## src/inc/spp_pkg.sv

```systemverilog
// Shared types and constants of the serial port block.
// Assumes a classic Wishbone master with 32-bit data and byte 0 carrying each register.
package spp_pkg;
  typedef struct packed {
    logic cyc;
    logic stb;
    logic we;
    logic [3:0] sel;
    logic [31:0] adr;
    logic [31:0] dat;
  } spp_wb_req_type;
  typedef struct packed {
    logic ack;
    logic [31:0] dat;
  } spp_wb_rsp_type;
  typedef enum logic [1:0] {MODE_SHIFT = 2'h0, MODE_UART8 = 2'h1, MODE_UART9F = 2'h2, MODE_UART9T = 2'h3} spp_mode_type;
  typedef enum logic [1:0] {TX_IDLE = 2'h0, TX_WAIT = 2'h1, TX_SHIFT = 2'h3, TX_FLAG = 2'h2} spp_tx_state_type;
  typedef enum logic [1:0] {RX_IDLE = 2'h0, RX_M0 = 2'h1, RX_MC = 2'h3, RX_M1 = 2'h2} spp_rx_state_type;
  // Register byte addresses
  localparam logic [31:0] OFS_SERIAL_CONTROL = 32'h0000_0000;
  localparam logic [31:0] OFS_SERIAL_BUFFER = 32'h0000_0004;
  localparam logic [31:0] OFS_POWER_CONTROL = 32'h0000_0008;
  localparam logic [31:0] OFS_CLOCK_CONTROL = 32'h0000_000C;
  localparam logic [31:0] OFS_T2_CONTROL = 32'h0000_0010;
  localparam logic [31:0] OFS_T1_RELOAD_HIGH = 32'h0000_0014;
  localparam logic [31:0] OFS_T2_RELOAD_LOW = 32'h0000_0018;
  localparam logic [31:0] OFS_T2_RELOAD_HIGH = 32'h0000_001C;
  // Field positions
  localparam int MODE_BIT0_POS = 7;
  localparam int MODE_BIT1_POS = 6;
  localparam int SPEED_MP_POS = 5;
  localparam int RX_EN_POS = 4;
  localparam int NINTH_TX_POS = 3;
  localparam int RX_NINTH_POS = 2;
  localparam int TX_DONE_POS = 1;
  localparam int RX_DONE_POS = 0;
  localparam int DOUBLE_BAUD_POS = 7;
  localparam int T2_PRESCALE_POS = 5;
  localparam int T1_PRESCALE_POS = 4;
  localparam int T2_RUN_POS = 1;
  localparam int T1_RUN_POS = 0;
  localparam int T2_OVF_POS = 7;
  localparam int T2_RX_CLK_POS = 5;
  localparam int T2_TX_CLK_POS = 4;
  localparam int T2_EXT_EN_POS = 3;
  // Reset value and frame constants
  localparam logic [7:0] REG_RESET = 8'h00;
  localparam logic [23:0] READ_PAD = 24'h00_0000;
  localparam logic START_BIT = 1'h0;
  localparam logic STOP_BIT = 1'h1;
  localparam logic [7:0] T1_MAX = 8'hFF;
  localparam logic [15:0] T2_MAX = 16'hFFFF;
  // Divide ratios and counter end points
  localparam logic [3:0] DIV_SLOW = 4'hC;
  localparam logic [3:0] DIV_FAST = 4'h4;
  localparam logic [3:0] DIV_T2_BAUD = 4'h2;
  localparam logic [3:0] OVS_LAST = 4'hF;
  localparam logic [3:0] SAMPLE_A = 4'h7;
  localparam logic [3:0] SAMPLE_B = 4'h8;
  localparam logic [3:0] SAMPLE_C = 4'h9;
  localparam logic [3:0] M0_TX_LAST = 4'h7;
  localparam logic [3:0] M0_RX_BITS = 4'h8;
  localparam logic [3:0] FRAME_LAST = 4'h9;
  localparam logic [3:0] MACH_LAST = 4'hB;
  localparam logic [1:0] TX_DLY_LAST = 2'h1;
endpackage

```

## src/verilog/spp_serial_port.sv

```systemverilog
// Serial port with shift-register mode 0 and ten-bit UART mode 1, plus the baud timers.
// Assumes rxPinIn and t2ExtTrigger are synchronous to ref_clk and a Wishbone classic master.
//
// The Wishbone interface to the registers and the register offsets were chosen for this implementation.
`timescale 1ns/100ps
module spp_serial_port (
  input wire logic ref_clk,
  input wire logic rstn,
  input wire spp_pkg::spp_wb_req_type wbReq,
  output spp_pkg::spp_wb_rsp_type wbRsp,
  input wire logic rxPinIn,
  output logic rxPinOut,
  output logic rxPinOen,
  output logic txPin,
  input wire logic t2ExtTrigger
);
  import spp_pkg::*;

  logic busAct, regWr, wrSctl, wrBuf, wrPwr, wrClk, wrT2c, wrT1r, wrT2l, wrT2h;
  logic [7:0] wrByte, readByte;
  spp_mode_type mode;
  logic [1:0] modeBits_q;
  logic speedMp_q, rxEn_q, ninthTx_q, rxNinth_q, txDone_q, rxDone_q;
  logic [7:0] power_q, clkCtl_q, t2Ctl_q, t1Reload_q, rxHold_q;
  logic [15:0] t2Reload_q;
  logic t2OvfFlag_q;

  assign busAct = wbReq.cyc & wbReq.stb;
  // Writes land on the edge where the master sees ack, never earlier
  assign regWr = busAct & wbReq.we & wbRsp.ack & wbReq.sel[0];
  assign wrByte = wbReq.dat[7:0];
  assign wrSctl = regWr & (wbReq.adr == OFS_SERIAL_CONTROL);
  assign wrBuf = regWr & (wbReq.adr == OFS_SERIAL_BUFFER);
  assign wrPwr = regWr & (wbReq.adr == OFS_POWER_CONTROL);
  assign wrClk = regWr & (wbReq.adr == OFS_CLOCK_CONTROL);
  assign wrT2c = regWr & (wbReq.adr == OFS_T2_CONTROL);
  assign wrT1r = regWr & (wbReq.adr == OFS_T1_RELOAD_HIGH);
  assign wrT2l = regWr & (wbReq.adr == OFS_T2_RELOAD_LOW);
  assign wrT2h = regWr & (wbReq.adr == OFS_T2_RELOAD_HIGH);
  assign mode = spp_mode_type'(modeBits_q);

  always_comb begin
    readByte = REG_RESET;
    case (wbReq.adr)
      OFS_SERIAL_CONTROL: readByte = {modeBits_q, speedMp_q, rxEn_q, ninthTx_q, rxNinth_q, txDone_q, rxDone_q};
      OFS_SERIAL_BUFFER: readByte = rxHold_q;
      OFS_POWER_CONTROL: readByte = power_q;
      OFS_CLOCK_CONTROL: readByte = clkCtl_q;
      OFS_T2_CONTROL: begin
        readByte = t2Ctl_q;
        readByte[T2_OVF_POS] = t2OvfFlag_q;
      end
      OFS_T1_RELOAD_HIGH: readByte = t1Reload_q;
      OFS_T2_RELOAD_LOW: readByte = t2Reload_q[7:0];
      OFS_T2_RELOAD_HIGH: readByte = t2Reload_q[15:8];
      default: readByte = REG_RESET;
    endcase
  end

  // Unmapped addresses still ack and read as zero so the master never hangs
  always_ff @(posedge ref_clk or negedge rstn) begin
    if (!rstn) begin
      wbRsp <= '0;
    end else begin
      wbRsp.ack <= busAct & ~wbRsp.ack;
      wbRsp.dat <= {READ_PAD, readByte};
    end
  end

  always_ff @(posedge ref_clk or negedge rstn) begin
    if (!rstn) begin
      power_q <= REG_RESET;
      clkCtl_q <= REG_RESET;
      t2Ctl_q <= REG_RESET;
      t1Reload_q <= REG_RESET;
      t2Reload_q <= {REG_RESET, REG_RESET};
    end else begin
      if (wrPwr) power_q <= wrByte;
      if (wrClk) clkCtl_q <= wrByte;
      if (wrT2c) t2Ctl_q <= wrByte;
      if (wrT1r) t1Reload_q <= wrByte;
      if (wrT2l) t2Reload_q[7:0] <= wrByte;
      if (wrT2h) t2Reload_q[15:8] <= wrByte;
    end
  end

  // Timer 1: eight-bit auto-reload counter
  logic [3:0] t1Pre_q, t1Div;
  logic [7:0] t1Count_q;
  logic t1Tick, t1Ovf_q, t1Half_q, t1Baud;
  assign t1Div = clkCtl_q[T1_PRESCALE_POS] ? DIV_FAST : DIV_SLOW;
  assign t1Tick = (t1Pre_q >= t1Div - 4'h1);
  assign t1Baud = t1Ovf_q & (power_q[DOUBLE_BAUD_POS] | t1Half_q);

  always_ff @(posedge ref_clk or negedge rstn) begin
    if (!rstn) begin
      t1Pre_q <= 4'h0;
      t1Count_q <= REG_RESET;
      t1Ovf_q <= 1'h0;
      t1Half_q <= 1'h0;
    end else begin
      t1Pre_q <= t1Tick ? 4'h0 : t1Pre_q + 4'h1;
      t1Ovf_q <= 1'h0;
      if (t1Ovf_q) t1Half_q <= ~t1Half_q;
      if (t1Tick && clkCtl_q[T1_RUN_POS]) begin
        if (t1Count_q == T1_MAX) begin
          t1Count_q <= t1Reload_q;
          t1Ovf_q <= 1'h1;
        end else begin
          t1Count_q <= t1Count_q + 8'h01;
        end
      end
    end
  end

  // Timer 2: sixteen-bit auto-reload counter, doubles as baud generator
  logic [3:0] t2Pre_q, t2Div;
  logic [15:0] t2Count_q;
  logic t2Tick, t2Ovf_q, t2ExtPrev_q, t2BaudMode, t2ExtReload, t2FlagSet;
  assign t2BaudMode = t2Ctl_q[T2_TX_CLK_POS] | t2Ctl_q[T2_RX_CLK_POS];
  assign t2Div = t2BaudMode ? DIV_T2_BAUD : (clkCtl_q[T2_PRESCALE_POS] ? DIV_FAST : DIV_SLOW);
  assign t2Tick = (t2Pre_q >= t2Div - 4'h1);
  assign t2ExtReload = ~t2BaudMode & t2Ctl_q[T2_EXT_EN_POS] & t2ExtPrev_q & ~t2ExtTrigger;
  assign t2FlagSet = t2Ovf_q & ~t2BaudMode;

  always_ff @(posedge ref_clk or negedge rstn) begin
    if (!rstn) begin
      t2Pre_q <= 4'h0;
      t2Count_q <= {REG_RESET, REG_RESET};
      t2Ovf_q <= 1'h0;
      t2ExtPrev_q <= 1'h1;
    end else begin
      t2Pre_q <= t2Tick ? 4'h0 : t2Pre_q + 4'h1;
      t2ExtPrev_q <= t2ExtTrigger;
      t2Ovf_q <= 1'h0;
      if (t2Tick && clkCtl_q[T2_RUN_POS] && t2Count_q == T2_MAX) begin
        t2Count_q <= t2Reload_q;
        t2Ovf_q <= 1'h1;
      end else if (t2ExtReload) begin
        t2Count_q <= t2Reload_q;
      end else if (t2Tick && clkCtl_q[T2_RUN_POS]) begin
        t2Count_q <= t2Count_q + 16'h0001;
      end
    end
  end

  // Set wins over a software clear landing in the same cycle
  always_ff @(posedge ref_clk or negedge rstn) begin
    if (!rstn) t2OvfFlag_q <= 1'h0;
    else t2OvfFlag_q <= t2FlagSet | (wrT2c ? wrByte[T2_OVF_POS] : t2OvfFlag_q);
  end

  // Sixteen-times baud ticks and their divide-by-16 counters
  logic txTick16, rxTick16, txRoll;
  logic [3:0] txDiv_q, rxDiv_q;
  assign txTick16 = t2Ctl_q[T2_TX_CLK_POS] ? t2Ovf_q : t1Baud;
  assign rxTick16 = t2Ctl_q[T2_RX_CLK_POS] ? t2Ovf_q : t1Baud;
  assign txRoll = txTick16 & (txDiv_q == OVS_LAST);

  always_ff @(posedge ref_clk or negedge rstn) begin
    if (!rstn) txDiv_q <= 4'h0;
    else if (txTick16) txDiv_q <= txDiv_q + 4'h1;
  end

  // Mode 0 shift clock timing, shared by both directions
  spp_tx_state_type txState_q;
  spp_rx_state_type rxState_q;
  logic [3:0] m0Cnt_q, m0Div, m0Half, txBits_q, rxBits_q, rxMc_q;
  logic m0End, m0Rise, m0Active, m0Start, m0Finish, txStart0, txStart1, rxStart0, rxStart1;
  assign m0Div = speedMp_q ? DIV_FAST : DIV_SLOW;
  assign m0Half = m0Div >> 1;
  assign m0End = (m0Cnt_q == m0Div - 4'h1);
  assign m0Rise = (m0Cnt_q == m0Half);
  assign m0Active = (txState_q == TX_SHIFT && mode == MODE_SHIFT) || rxState_q == RX_M0;
  assign txStart0 = txState_q == TX_IDLE && wrBuf && mode == MODE_SHIFT && rxState_q == RX_IDLE;
  assign txStart1 = txState_q == TX_IDLE && wrBuf && mode == MODE_UART8;
  // A buffer write wins a tie with a receive start; mode 0 is half duplex
  assign rxStart0 = rxState_q == RX_IDLE && mode == MODE_SHIFT && rxEn_q && !rxDone_q
    && txState_q == TX_IDLE && !wrBuf;
  assign m0Start = txStart0 | rxStart0;
  assign m0Finish = (txState_q == TX_SHIFT && txBits_q == M0_TX_LAST) || (rxState_q == RX_M0 && rxBits_q == M0_RX_BITS);

  always_ff @(posedge ref_clk or negedge rstn) begin
    if (!rstn) m0Cnt_q <= 4'h0;
    else if (m0Start || !m0Active || m0End) m0Cnt_q <= 4'h0;
    else m0Cnt_q <= m0Cnt_q + 4'h1;
  end

  // Transmitter
  logic [9:0] txShift_q;
  logic [1:0] txDly_q;
  logic txSet;
  assign txSet = (txState_q == TX_SHIFT && mode == MODE_SHIFT && m0End && txBits_q == M0_TX_LAST)
    || (txState_q == TX_FLAG && txDly_q == TX_DLY_LAST);

  always_ff @(posedge ref_clk or negedge rstn) begin
    if (!rstn) begin
      txState_q <= TX_IDLE;
      txShift_q <= '1;
      txBits_q <= 4'h0;
      txDly_q <= 2'h0;
    end else begin
      unique case (txState_q)
        TX_IDLE: begin
          txBits_q <= 4'h0;
          if (txStart0) begin
            txShift_q <= {STOP_BIT, STOP_BIT, wrByte};
            txState_q <= TX_SHIFT;
          end else if (txStart1) begin
            txShift_q <= {STOP_BIT, wrByte, START_BIT};
            txState_q <= TX_WAIT;
          end
        end
        TX_WAIT: if (txRoll) txState_q <= TX_SHIFT;
        TX_SHIFT: begin
          if (mode == MODE_SHIFT ? m0End : txRoll) begin
            txShift_q <= {STOP_BIT, txShift_q[9:1]};
            txBits_q <= txBits_q + 4'h1;
            if (mode == MODE_SHIFT && txBits_q == M0_TX_LAST) txState_q <= TX_IDLE;
            if (mode != MODE_SHIFT && txBits_q == FRAME_LAST) begin
              txState_q <= TX_FLAG;
              txDly_q <= 2'h0;
            end
          end
        end
        TX_FLAG: begin
          txDly_q <= txDly_q + 2'h1;
          if (txDly_q == TX_DLY_LAST) txState_q <= TX_IDLE;
        end
      endcase
    end
  end

  // Line driving: shift clock in mode 0, serial data otherwise
  always_ff @(posedge ref_clk or negedge rstn) begin
    if (!rstn) begin
      txPin <= 1'h1;
    end else if (mode == MODE_SHIFT) begin
      if (m0Start) txPin <= 1'h0;
      else if (m0Active && m0Rise) txPin <= 1'h1;
      else if (m0Active && m0End) txPin <= m0Finish;
      else if (!m0Active) txPin <= 1'h1;
    end else if (txState_q == TX_WAIT && txRoll) begin
      txPin <= txShift_q[0];
    end else if (txState_q == TX_SHIFT && txRoll) begin
      txPin <= txShift_q[1];
    end else if (txState_q == TX_IDLE) begin
      txPin <= 1'h1;
    end
  end

  // Data pin is only driven while mode 0 shifts out; released otherwise
  always_ff @(posedge ref_clk or negedge rstn) begin
    if (!rstn) begin
      rxPinOut <= 1'h1;
      rxPinOen <= 1'h1;
    end else if (txStart0) begin
      rxPinOut <= wrByte[0];
      rxPinOen <= 1'h0;
    end else if (txState_q == TX_SHIFT && mode == MODE_SHIFT && m0End) begin
      rxPinOut <= txShift_q[1];
      rxPinOen <= (txBits_q == M0_TX_LAST);
    end else if (!(txState_q == TX_SHIFT && mode == MODE_SHIFT)) begin
      rxPinOut <= 1'h1;
      rxPinOen <= 1'h1;
    end
  end

  // Receiver
  logic [7:0] rxShift_q;
  logic rxPrev_q, sampA_q, sampB_q, rxMid, rxBitEnd, maj, accept, rxSet;
  assign rxStart1 = rxState_q == RX_IDLE && mode == MODE_UART8 && rxEn_q && rxPrev_q && !rxPinIn;
  assign rxMid = rxTick16 && rxDiv_q == SAMPLE_C;
  assign rxBitEnd = rxTick16 && rxDiv_q == OVS_LAST;
  assign maj = (sampA_q & sampB_q) | (sampA_q & rxPinIn) | (sampB_q & rxPinIn);
  assign accept = rxState_q == RX_M1 && rxMid && rxBits_q == FRAME_LAST && !rxDone_q
    && (!speedMp_q || maj);
  assign rxSet = accept || (rxState_q == RX_MC && rxMc_q == MACH_LAST);

  always_ff @(posedge ref_clk or negedge rstn) begin
    if (!rstn) begin
      rxPrev_q <= 1'h1;
      sampA_q <= 1'h1;
      sampB_q <= 1'h1;
      rxDiv_q <= 4'h0;
    end else begin
      rxPrev_q <= rxPinIn;
      if (rxTick16 && rxDiv_q == SAMPLE_A) sampA_q <= rxPinIn;
      if (rxTick16 && rxDiv_q == SAMPLE_B) sampB_q <= rxPinIn;
      if (rxStart1) rxDiv_q <= 4'h0;
      else if (rxTick16) rxDiv_q <= rxDiv_q + 4'h1;
    end
  end

  always_ff @(posedge ref_clk or negedge rstn) begin
    if (!rstn) begin
      rxState_q <= RX_IDLE;
      rxShift_q <= REG_RESET;
      rxBits_q <= 4'h0;
      rxMc_q <= 4'h0;
    end else begin
      unique case (rxState_q)
        RX_IDLE: begin
          rxBits_q <= 4'h0;
          rxMc_q <= 4'h0;
          if (rxStart0) rxState_q <= RX_M0;
          else if (rxStart1) rxState_q <= RX_M1;
        end
        RX_M0: begin
          if (m0Rise) begin
            rxShift_q <= {rxPinIn, rxShift_q[7:1]};
            rxBits_q <= rxBits_q + 4'h1;
          end
          if (m0End && rxBits_q == M0_RX_BITS) rxState_q <= RX_MC;
        end
        RX_MC: begin
          rxMc_q <= rxMc_q + 4'h1;
          if (rxMc_q == MACH_LAST) rxState_q <= RX_IDLE;
        end
        RX_M1: begin
          if (rxMid && rxBits_q == 4'h0 && maj) rxState_q <= RX_IDLE;
          else if (rxMid && rxBits_q == FRAME_LAST) rxState_q <= RX_IDLE;
          else if (rxMid && rxBits_q != 4'h0) rxShift_q <= {maj, rxShift_q[7:1]};
          if (rxBitEnd) rxBits_q <= rxBits_q + 4'h1;
        end
      endcase
    end
  end

  // Holding register lets the next mode 1 word shift in while software reads this one
  always_ff @(posedge ref_clk or negedge rstn) begin
    if (!rstn) rxHold_q <= REG_RESET;
    else if (rxState_q == RX_MC && rxMc_q == MACH_LAST) rxHold_q <= rxShift_q;
    else if (accept) rxHold_q <= rxShift_q;
  end

  always_ff @(posedge ref_clk or negedge rstn) begin
    if (!rstn) begin
      modeBits_q <= 2'h0;
      speedMp_q <= 1'h0;
      rxEn_q <= 1'h0;
      ninthTx_q <= 1'h0;
      rxNinth_q <= 1'h0;
      txDone_q <= 1'h0;
      rxDone_q <= 1'h0;
    end else begin
      if (wrSctl) begin
        modeBits_q <= {wrByte[MODE_BIT0_POS], wrByte[MODE_BIT1_POS]};
        speedMp_q <= wrByte[SPEED_MP_POS];
        rxEn_q <= wrByte[RX_EN_POS];
        ninthTx_q <= wrByte[NINTH_TX_POS];
      end
      rxNinth_q <= accept ? maj : (wrSctl ? wrByte[RX_NINTH_POS] : rxNinth_q);
      txDone_q <= txSet | (wrSctl ? wrByte[TX_DONE_POS] : txDone_q);
      rxDone_q <= rxSet | (wrSctl ? wrByte[RX_DONE_POS] : rxDone_q);
    end
  end
endmodule

```

## config.mk

```make
export PLATFORM = sky130hd
export DESIGN_NAME = spp_serial_port
export DESIGN_NICKNAME = d
export VERILOG_FILES = /design/src/inc/spp_pkg.sv /design/src/verilog/spp_serial_port.sv
export SDC_FILE = /design/constraint.sdc
export NUM_CORES = 1
export LEC_CHECK = 0
export ABC_AREA = 1
export BUFFER_PORTS_ARGS = -buffer_cell sky130_fd_sc_hd__buf_4
export CORE_MARGIN = 2
export CORE_UTILIZATION = 40
export CTS_BUF_LIST = sky130_fd_sc_hd__clkbuf_4 sky130_fd_sc_hd__clkbuf_8
export CTS_CLUSTER_DIAMETER = 50
export DETAILED_ROUTE_END_ITERATION = 12
export PLACE_DENSITY = 0.56
export SLEW_MARGIN = 5
export SYNTH_ARGS = -nofsm -noshare
export SYNTH_HDL_FRONTEND = slang
export SYNTH_SLANG_ARGS = --single-unit
```

## constraint.sdc

```tcl
create_clock -name ref_clk -period 4.35 [get_ports ref_clk]
set_clock_uncertainty 0.2 [all_clocks]
set_input_delay 0.6525 -clock ref_clk [delete_from_list [all_inputs] [get_ports ref_clk]]
set_output_delay 0.6525 -clock ref_clk [all_outputs]
set_load 0.03 [all_outputs]
```

==> results by group, run 1 <==
Run status
  – Outcome: completed

Power
  – PD cells: 282.8 nW/um^2
  – Reg power frac: 0.548
  – Clock network power share: 0.393
  – Switching power share of the total: 0.2446
  – P_sw: 0.0007013 W
  – Internal power: 0.002166 W
  – Final Power: 0.002867 W
  – Leak Pwr: 5.066 nW
  – Comb pwr share: 0.059
  – Maximum VDD drop: around 0.15 mV

Timing
  – Crit share post-route: 0.7006
  – Slew @ Worst Pin: 0.9245 ns
  – Total Negative Setup Slacks: 0 ns
  – Unrepaired setup endpoints after global routing: no
  – Fmax: 328.1 MHz
  – # setup viols final: 0
  – Min Hold Slack: 0.08980 ns
  – Hold Vio Cnt, Final: 0
  – Fin crit period: 3.048 ns
  – Slew headroom: 0.3837
  – Slew Limit Fails: 0

Floorplanning
  – Core area: between 20000 and 25000 sq um
  – IO Pins: 111
  – DIE HEIGHT: 155.1 um
  – Die footprint: approximately 24000 sq um
  – Site row count: 55
  – Die span in x: 155.1 um
  – Starting Density: 0.4057

Critical path
  – Max FO, Critical Path: 17
  – CP Buf/Inv Count: 3
  – Startpoint types: flop
  – CP most frequent cell: nand2_1
  – Crit path largest cell delay: approximately 0.44 ns
  – Delay-heaviest family, CP: simple AND/OR/NAND/NOR gates
  – Slowest CP cell: dfrtp_1
  – WP data arrival: between 3 and 4 ns
  – Worst path cell trace: nor2_1 > inv_1 > ha_1 > nand2_1 > nand2_1 > a21o_1 > nand2_1 > inv_1 > nor2_4 > inv_1 > nand3_1 > nand2_1
  – Kind of end point of the critical path: flop
  – CP Class: flop to flop
  – Required time worst endpoint: 4.49 ns

CTS
  – Clk_lat worst skew: 0.46 ns
  – Hold-fix buffers, CTS: 0
  – Clock Tree Root: clkbuf_8
  – CTS H-tree lvls: 4
  – Clock-pin slew on the worst setup and hold paths: 0.09 ns
  – Post-CTS Repair Setup Buffers: 0
  – Inserted Clock Buffers: 17
  – Clock Path Buffers: 2
  – Clock sinks: 162
  – CTS tree: built
  – Cts repair resizes: 0

GRT
  – Vias in the first global route: between 6k and 7k
  – Initial antenna violation count: 0
  – First-pass GRT wire length: 35400 um
  – Largest net degree at the start of global routing: 96
  – Grt total ovfl: 0
  – Global-route usage over all layers: 0.1871

Drt
  – DRT Pass-1 Iters: 5
  – Starting DRC count in detailed routing: 451
  – Post-route ant nets: 0
  – Drt drc: 0
  – WL final: 21740 um
  – Via count: about 7.4k
  – Vias per inst: 4.827
  – DR WL/cell: between 10 and 15 um

Worst hold path
  – Hold Crit Class: primary input to asynchronous set/reset pin

Flow run
  – Max_cap viols: 0

Logic synthesis
  – Register area share after synthesis: 0.4463
  – Cell count after synthesis: around 1.2k
  – Synthesized area: 9129 sq um
  – Avg Inst Size Synth: 7.849 sq um
  – Seq cells post-synth: 162
  – Synth cell types: 48
  – Top_reg_cell synth: dfrtp_1
  – Yosys warnings: 0
  – EDFF count, synth: 0
  – Synth async-reset ratio: 1.000

Layout
  – Syn-to-layout area delta: 11.05%
  – N_diodes: 0
  – Final core occ: 0.4505
  – Share of layout cells above drive strength 1: 0.1501
  – Nets@finish: 1325
  – Final instance area: ~10000 sq um

Place
  – DP Area: 9734 sq um
  – GPL Wtd Cong: 0.8163
  – Final HPWL DP: 15780 um
  – # port buffers: 59
sequential cells by signal, summed over array words and instances (netlist names), 4 cells and up:
name and count:
t2Pre_q 4, t2Ctl_q 7, rxDiv_q 4, t1Pre_q 4
t2Count_q 16, t2Reload_q 16, txDiv_q 4, t1Count_q 8
t1Reload_q 8, txShift_q 9, clkCtl_q 8, rxShift_q 8
rxMc_q 4, power_q 8, rxBits_q 4, rxHold_q 8
txBits_q 4, wbRsp 9, m0Cnt_q 4
cells in the final DEF (no fill, tap or decap), types with 2 or more instances in the layout:
cell	n
nand4_2	3
xnor2_1	8
nand2_1	342
a21oi_1	20
or2_2	10
xor2_1	18
conb_1	24
o21ai_0	94
nand2_2	11
nor2_1	88
nor2_2	5
nand2_4	7
o21ai_1	22
nand3_1	83
ha_1	24
buf_4	61
dfstp_2	16
nor3_2	5
a22oi_1	2
clkbuf_8	23
clkinv_2	2
o22ai_1	9
nor2_8	3
nor2_4	9
nor3_1	6
clkinvlp_4	3
nor4_1	2
nand3_2	3
o211ai_1	3
o21ai_2	8
inv_1	139
nand4_1	15
dfrtp_1	146
inv_2	7
clkbuf_4	2
Yosys cell counts (6+ instances only):
master | instances | area [sq um]
inv_1 | 139 | 521.8
nand2_1 | 342 | 1284
xnor2_1 | 8 | 70.07
nand2_4 | 7 | 78.83
a21oi_1 | 20 | 100.1
xor2_1 | 18 | 157.7
dfstp_2 | 16 | 420.4
ha_1 | 24 | 300.3
o21ai_1 | 22 | 110.1
o22ai_1 | 9 | 56.30
or2_2 | 10 | 62.56
inv_2 | 7 | 26.28
nand4_1 | 15 | 93.84
nor3_1 | 6 | 30.03
nand3_1 | 83 | 415.4
buf_4 | 27 | 202.7
nand2_2 | 11 | 68.82
buf_6 | 6 | 67.56
nor2_1 | 88 | 330.3
dfrtp_1 | 146 | 3654
nor2_4 | 9 | 101.4
o21ai_0 | 94 | 470.5
o21ai_2 | 8 | 70.07
worst reg2reg max path, cell delays in order (launching register included):
cell,delay (ns)
dfrtp_1,0.44
nor2_1,0.34
inv_1,0.09
ha_1,0.28
nand2_1,0.06
nand2_1,0.05
a21o_1,0.21
nand2_1,0.14
inv_1,0.10
nor2_4,0.36
inv_1,0.40
nand3_1,0.20
nand2_1,0.06
power groups by stage:
| stage | clock network, W | registers, W | logic (W) |
|---|---|---|---|
| 3_3_place_gp | 0 | 0.00160 | 0.000172 |
| 5_1_grt | 0.00122 | 0.00158 | 0.000195 |
| 6_report | 0.00113 | 0.00157 | 0.000170 |
| 3_5_place_dp | 0 | 0.00160 | 0.000175 |
| 4_1_cts | 0.00116 | 0.00157 | 0.000175 |
| 2_1_floorplan | 0 | 0.00160 | 0.0000977 |
worst paths after layout:
path                                   start              to  slack [ns]  cells after the start
worst max-delay path              t2Ctl_q[4]    t2Count_q[1]        1.30                     12
worst min-delay path                    rstn      t1Pre_q[3]        0.09                      1
worst max register to register    t2Ctl_q[4]    t2Count_q[1]        1.30                     12
worst min register to register     wbRsp[32]       wbRsp[32]        0.26                      1
max in group asynchronous               rstn  t2Reload_q[10]        3.03                      2
min in group ref_clk            t2ExtTrigger     t2ExtPrev_q        0.12                      1
stage by stage:
step | cells | setup WS [ns]
final | 1524 | 1.302
after global placement | 1492 | 1.353
after detailed placement | 1492 | 1.349
after floorplan | 1186 | 2.102
after global routing | 1524 | 1.044
after CTS | 1524 | 1.331
layer usage:
layer | GRT usage | routed length (um) | part of all wire | vias to the layer above
met5 | 0 | 0 | 0 | -
met4 | 0.04762 | 194 | 0.0089 | 0
met3 | 0.03203 | 727 | 0.033 | 14
met2 | 0.3043 | 10200 | 0.47 | 125
met1 | 0.2603 | 10620 | 0.49 | 3430
li1 | - | - | - | 3787
layout make-up:
class	count	area, sq um
well taps	285	356.6
fillers	2260	12370
flip-flops and latches	162	4074
clock buffers	25	331.6
repair buffers	63	489.2
clock inverters	7	71.32
inverters	146	548.0
multi-input cells	836	4267
kinds of logic (layout without fill, tap and decap cells):
kind of cell | count (synthesis) | count (layout) | synth area share
mux | 1 | 1 | 0.001233
xor+xnor | 26 | 26 | 0.02495
compound gates | 163 | 163 | 0.09690
fa+ha+maj | 24 | 24 | 0.03289
flops | 162 | 162 | 0.4463
simple gates | 598 | 598 | 0.3015
other cells | 1 | 24 | 0.0004108
buf+inv | 188 | 241 | 0.09580
Power figures use the tool's default switching activity.
==> run 2: changes to the inputs <==
PLACE_DENSITY = 0.59   (was 0.56)
clock period = 2.65 ns   (was 4.35 ns; I/O delays follow)
==> run 2 against run 1 <==
  * Non-clock buffer count is 14 higher
  * Combinational power grew 69%
  * Clock power rose by 62%
  * Register-to-register slack got worse by 1.1 ns
  * Sequential share of layout area down 0.51 points
  * Worst hold slack got worse by 0.024 ns
  * Final cell count grew 0.92%
  * Maximum frequency rose by 26%
  * Via count rose by 0.87%
  * Highest routed layer unchanged
  * Die area unchanged
  * Worst setup slack got worse by 1.1 ns
  * Total power increased by 64%
==> results by group, run 2 (synthesized netlist as in run 1, its figures left out) <==
Run status
  – Outcome: completed

GRT
  – Largest net degree at the start of global routing: 65
  – First-pass GRT wire length: 36140 um
  – Grt total ovfl: 0
  – Initial antenna violation count: 0
  – Vias in the first global route: about 7.2k
  – Global-route usage over all layers: 0.1899

Drt
  – DRT Pass-1 Iters: 7
  – WL final: about 22000 um
  – Starting DRC count in detailed routing: 431
  – Post-route ant nets: 0
  – Drt drc: 0
  – Via count: approximately 7.4k
  – DR WL/cell: about 14 um
  – Vias per inst: 4.824

Floorplanning
  – Die span in x: 155.1 um
  – Die footprint: 24050 sq um
  – Core area: 22500 sq um
  – Starting Density: 0.4057
  – IO Pins: 111
  – Site row count: 55
  – DIE HEIGHT: 155.1 um

Critical path
  – Required time worst endpoint: 2.80 ns
  – Startpoint types: flop
  – CP Class: flop to flop
  – Worst path cell trace: nor2_1 > buf_4 > inv_1 > ha_1 > nand2_1 > nand2_1 > a21o_1 > nand2_1 > nor2_2 > nand3_4 > nand2_4 > inv_2 > nor2_1 > o21ai_0
  – Kind of end point of the critical path: flop
  – Crit path largest cell delay: 0.38 ns
  – WP data arrival: 2.57 ns
  – Slowest CP cell: dfrtp_1
  – CP most frequent cell: nand2_1
  – Max FO, Critical Path: 10

CTS
  – Clk_lat worst skew: around 0.47 ns
  – Clock Path Buffers: 2
  – CTS H-tree lvls: 4
  – Clock Tree Root: clkbuf_8
  – Clock sinks: roughly 160
  – CTS tree: built
  – Clock-pin slew on the worst setup and hold paths: roughly 0.090 ns
  – Inserted Clock Buffers: 17

Layout
  – Nets@finish: 1339
  – Final instance area: 10270 sq um
  – N_diodes: 0
  – Footprint of the multi-input gates: 4269 sq um
  – FF/Latch Area: 4074 sq um
  – Share of layout cells above drive strength 1: 0.1564
  – Commonest non-fill, non-tap cells in the layout: nand2_1 (342), dfrtp_1 (146), inv_1 (139)
  – Syn-to-layout area delta: 12.49%
  – Largest regs: t2Count_q (16), t2Reload_q (16)
  – Commonest non-fill, non-tap cell in the layout: nand2_1
  – Filler instances: 2252

Timing
  – Hold Vio Cnt, Final: 0
  – Fin crit period: 2.416 ns
  – Crit share post-route: 0.9117
  – # setup viols final: 0
  – Slew headroom: 0.6034
  – Unrepaired setup endpoints after global routing: no
  – Slew @ Worst Pin: ~0.6 ns
  – Fmax: 413.9 MHz
  – Total Negative Setup Slacks: 0 ns
  – Slew Limit Fails: 0

Worst hold path
  – Hold Crit Class: primary input to flop

Power
  – Maximum VDD drop: 0.2800 mV
  – Leak Pwr: around 5.1 nW
  – PD cells: 457.0 nW/um^2

Place
  – Final HPWL DP: 15800 um
  – DP Area: 9827 sq um
  – # port buffers: 59
  – GPL Wtd Cong: 0.8426

Flow run
  – Max_cap viols: 0
run 2: cell type report:
cell class / instances / share of cell area
Clock buffer: 22 / 0.02705
Clock inverter: 10 / 0.01084
Inverter: 146 / 0.05337
Multi-Input combinational cell: 836 / 0.4157
Sequential cell: 162 / 0.3967
Tap cell: 285 / 0.03473
Timing Repair Buffer: 77 / 0.06153
run 2: stage by stage:
step | total power [W] | std cells | hold slack, ns | util | worst slack (ns)
after floorplan | 0.002782 | 1186 | -0.09809 | - | 0.4024
after detailed placement | 0.002914 | 1501 | 0.1753 | 0.4367 | 0.1820
after CTS | 0.004752 | 1538 | 0.04326 | 0.4562 | 0.1790
after global routing | 0.004881 | 1538 | 0.08704 | 0.4563 | 0.01057
after global placement | 0.002907 | 1501 | 0.1750 | 0.4367 | 0.2229
final | 0.004693 | 1538 | 0.06555 | 0.4563 | 0.2339
run 2: worst paths after layout:
check	from	endpoint	slack [ns]	cells after the start
min reg2reg	wbRsp[32]	wbRsp[32]	0.26	1
min	wbReq[2]	rxNinth_q	0.07	3
min in group asynchronous	rstn	t1Pre_q[0]	0.22	2
max in group asynchronous	rstn	txShift_q[6]	1.25	3
max	t2Ctl_q[5]	t2Count_q[9]	0.23	14
max reg2reg	t2Ctl_q[5]	t2Count_q[9]	0.23	14
run 2: report_power, final:
part	leakage (nW)	internal [W]	switching (W)
logic	2.76	0.0000959	0.000192
clock network	0.196	0.000898	0.000929
registers	2.18	0.00255	0.0000282
run 2: routing by layer:
| layer | track usage | wire [um] |
|---|---|---|
| met1 | 0.2614 | 10460 |
| met2 | 0.3117 | 10000 |
| met3 | 0.02813 | 779 |
| met4 | 0.05600 | 279 |
| met5 | 0 | 0 |
run 2: worst max-delay path, delay by kind of cell, from the launching register on:
kind                       cells  cell delay, ns
adders and majority gates      1            0.26
DFF                            1            0.38
and+or+nand+nor                8            0.87
AOI/OAI and AO/OA              2            0.27
buffers and inverters          3            0.32
run 2: repair_timing:
item	CTS	global route
gates resized for setup	0	1
endpoints found under the hold margin	48	0
hold buffers	5	0
endpoints found under the setup margin	0	9
buffers inserted	0	0
==> run 3: changes to the inputs <==
CTS_BUF_LIST = sky130_fd_sc_hd__clkbuf_4   (was sky130_fd_sc_hd__clkbuf_4 sky130_fd_sc_hd__clkbuf_8)
PLACE_DENSITY = 0.56   (was 0.59)
clock period = 2.4 ns   (was 2.65 ns; I/O delays follow)
==> run 3 against run 2 <==
  * Final area is 0.39% higher
  * Final cell count grew 1.1%
  * Utilization rose by 0.18 points
  * Clock power fell by 15%
  * Worst hold slack better by 0.041 ns
  * Total power up 0.99%
  * Critical path depth is the same
  * Flip-flop and latch count did not move
  * Critical path type unchanged
  * Die area is the same
  * Sequential power increased by 10%
  * Maximum frequency up 8.2%
==> results by group, run 3 (synthesized netlist as in run 1, its figures left out) <==
Drt
  – DRT Pass-1 Iters: 7
  – Via count: around 7.5k
  – WL final: 21830 um
  – Drt drc: 0
  – Vias per inst: between 4 and 5
  – Starting DRC count in detailed routing: between 400 and 500
  – Post-route ant nets: 0
  – DR WL/cell: ~14 um

GRT
  – Grt total ovfl: 0
  – Vias in the first global route: slightly above 7k
  – Global-route usage over all layers: 0.1898
  – Initial antenna violation count: 1
  – First-pass GRT wire length: 36250 um
  – Largest net degree at the start of global routing: 52

Timing
  – # setup viols final: 0
  – Slew headroom: 0.6025
  – Slew @ Worst Pin: 0.5936 ns
  – Slew Limit Fails: 0
  – Crit share post-route: 0.9304
  – Hold Vio Cnt, Final: 0
  – Unrepaired setup endpoints after global routing: no
  – Fin crit period: about 2.2 ns
  – Fmax: 447.8 MHz

Critical path
  – Required time worst endpoint: 2.66 ns
  – WP data arrival: 2.49 ns
  – Max FO, Critical Path: 10
  – Startpoint types: flop
  – CP Class: flop to flop
  – Kind of end point of the critical path: flop

Power
  – Reg power frac: 0.601
  – Maximum VDD drop: 0.2196 mV
  – Leak Pwr: about 5 nW
  – Internal power: 0.003470 W
  – Clock network power share: 0.328
  – P_sw: 0.001269 W
  – PD cells: 459.8 nW/um^2
  – Switching power share of the total: 0.2678
  – Comb pwr share: 0.071

Place
  – Final HPWL DP: 16170 um
  – DP Area: 9879 sq um
  – GPL Wtd Cong: around 0.85
  – # port buffers: 59

CTS
  – Clock Path Buffers: 2
  – Clock-pin slew on the worst setup and hold paths: approximately 0.15 ns
  – Clk_lat worst skew: 0.57 ns
  – CTS tree: built
  – Clock sinks: 162
  – CTS H-tree lvls: 4
  – Inserted Clock Buffers: 17
  – Clock Tree Root: clkbuf_4

Floorplanning
  – DIE HEIGHT: 155.1 um
  – Site row count: 55
  – IO Pins: 111
  – Starting Density: 0.4057
  – Die footprint: 24050 sq um
  – Die span in x: about 160 um
  – Core area: roughly 23000 sq um

Layout
  – Nets@finish: ~1.4k
  – Final core occ: 0.4581
  – Commonest non-fill, non-tap cell in the layout: nand2_1
  – Largest regs: t2Count_q (16), t2Reload_q (16)
  – Commonest non-fill, non-tap cells in the layout: nand2_1 (342), dfrtp_1 (146), inv_1 (138)
  – Final instance area: 10310 sq um
  – Syn-to-layout area delta: 12.92%
  – Share of layout cells above drive strength 1: 0.1608

Run status
  – Outcome: completed

Flow run
  – Max_cap viols: 0

Worst hold path
  – Hold Crit Class: primary input to asynchronous set/reset pin
## run 3: final cells by class
cell class	instances	area (sq um)
multi-input combinational	836	4285
inverter	146	551.8
fill	2279	12190
antenna	1	2.502
clock inverter	13	111.4
clock buffer	19	142.6
timing repair buffer	93	784.5
sequential	162	4074
tap	285	356.6
## run 3: path summary, 6_finish.rpt
| kind | start | endpoint | slack [ns] | depth (start not counted) |
|---|---|---|---|---|
| worst max-delay path | t2Ctl_q[5] | t2Count_q[0] | 0.17 | 14 |
| worst min-delay path | rstn | clkCtl_q[4] | 0.11 | 2 |
| worst max register to register | t2Ctl_q[5] | t2Count_q[0] | 0.17 | 14 |
| worst min register to register | t1Ovf_q | t1Half_q | 0.25 | 1 |
| max in group asynchronous | rstn | txPin | 1.20 | 3 |
| min in group ref_clk | wbReq[35] | t2Ctl_q[4] | 0.21 | 6 |
## run 3: routing by layer
metal | global-route usage | vias up | share of wire
met4 | 0.03924 | 0 | 0.0059
met3 | 0.03398 | 9 | 0.034
met2 | 0.3037 | 119 | 0.46
li1 | - | 3859 | -
met1 | 0.2712 | 3518 | 0.50
met5 | 0 | - | 0
## run 3: worst max-delay path: stages, from the launching register on
cell and delay, ns:
dfrtp_1 0.44, nor2_4 0.15, inv_1 0.06, ha_1 0.26, nand2_1 0.06, nand2_1 0.05
a21o_1 0.16, nand2_1 0.13, nor2_2 0.07, nand3_4 0.08, nand2_8 0.09, inv_2 0.19
nand2_1 0.08, nand3_1 0.07, nand2_1 0.05
## run 3: per-stage QoR
step | worst slack (ns) | TNS, ns | std cells | power (W) | hold WS, ns
2_1_floorplan | 0.1524 | 0 | 1186 | 0.003071 | -0.1356
3_3_place_gp | 0.03038 | 0 | 1508 | 0.003219 | 0.1603
3_5_place_dp | -0.02854 | -0.04011 | 1508 | 0.003226 | 0.1604
4_1_cts | 0.009353 | 0 | 1554 | 0.004807 | 0.08233
5_1_grt | 0.01373 | 0 | 1555 | 0.004952 | 0.09836
6_report | 0.1670 | 0 | 1555 | 0.004740 | 0.1064
## run 3: timing repair
action | 4_1_cts | 5_1_grt
setup endpoints to repair | 4 | 16
gates resized for setup | 1 | 4
gates cloned | 0 | 0
hold buffers | 13 | 0
setup buffers | 1 | 0
hold endpoints to repair | 165 | 0
## run 3: power by group through the flow
stage	Clock, W	Sequential [W]	Combinational (W)
3_3_place_gp	0	0.00290	0.000321
6_report	0.00155	0.00285	0.000336
2_1_floorplan	0	0.00289	0.000177
5_1_grt	0.00171	0.00286	0.000380
3_5_place_dp	0	0.00290	0.000327
4_1_cts	0.00161	0.00285	0.000344
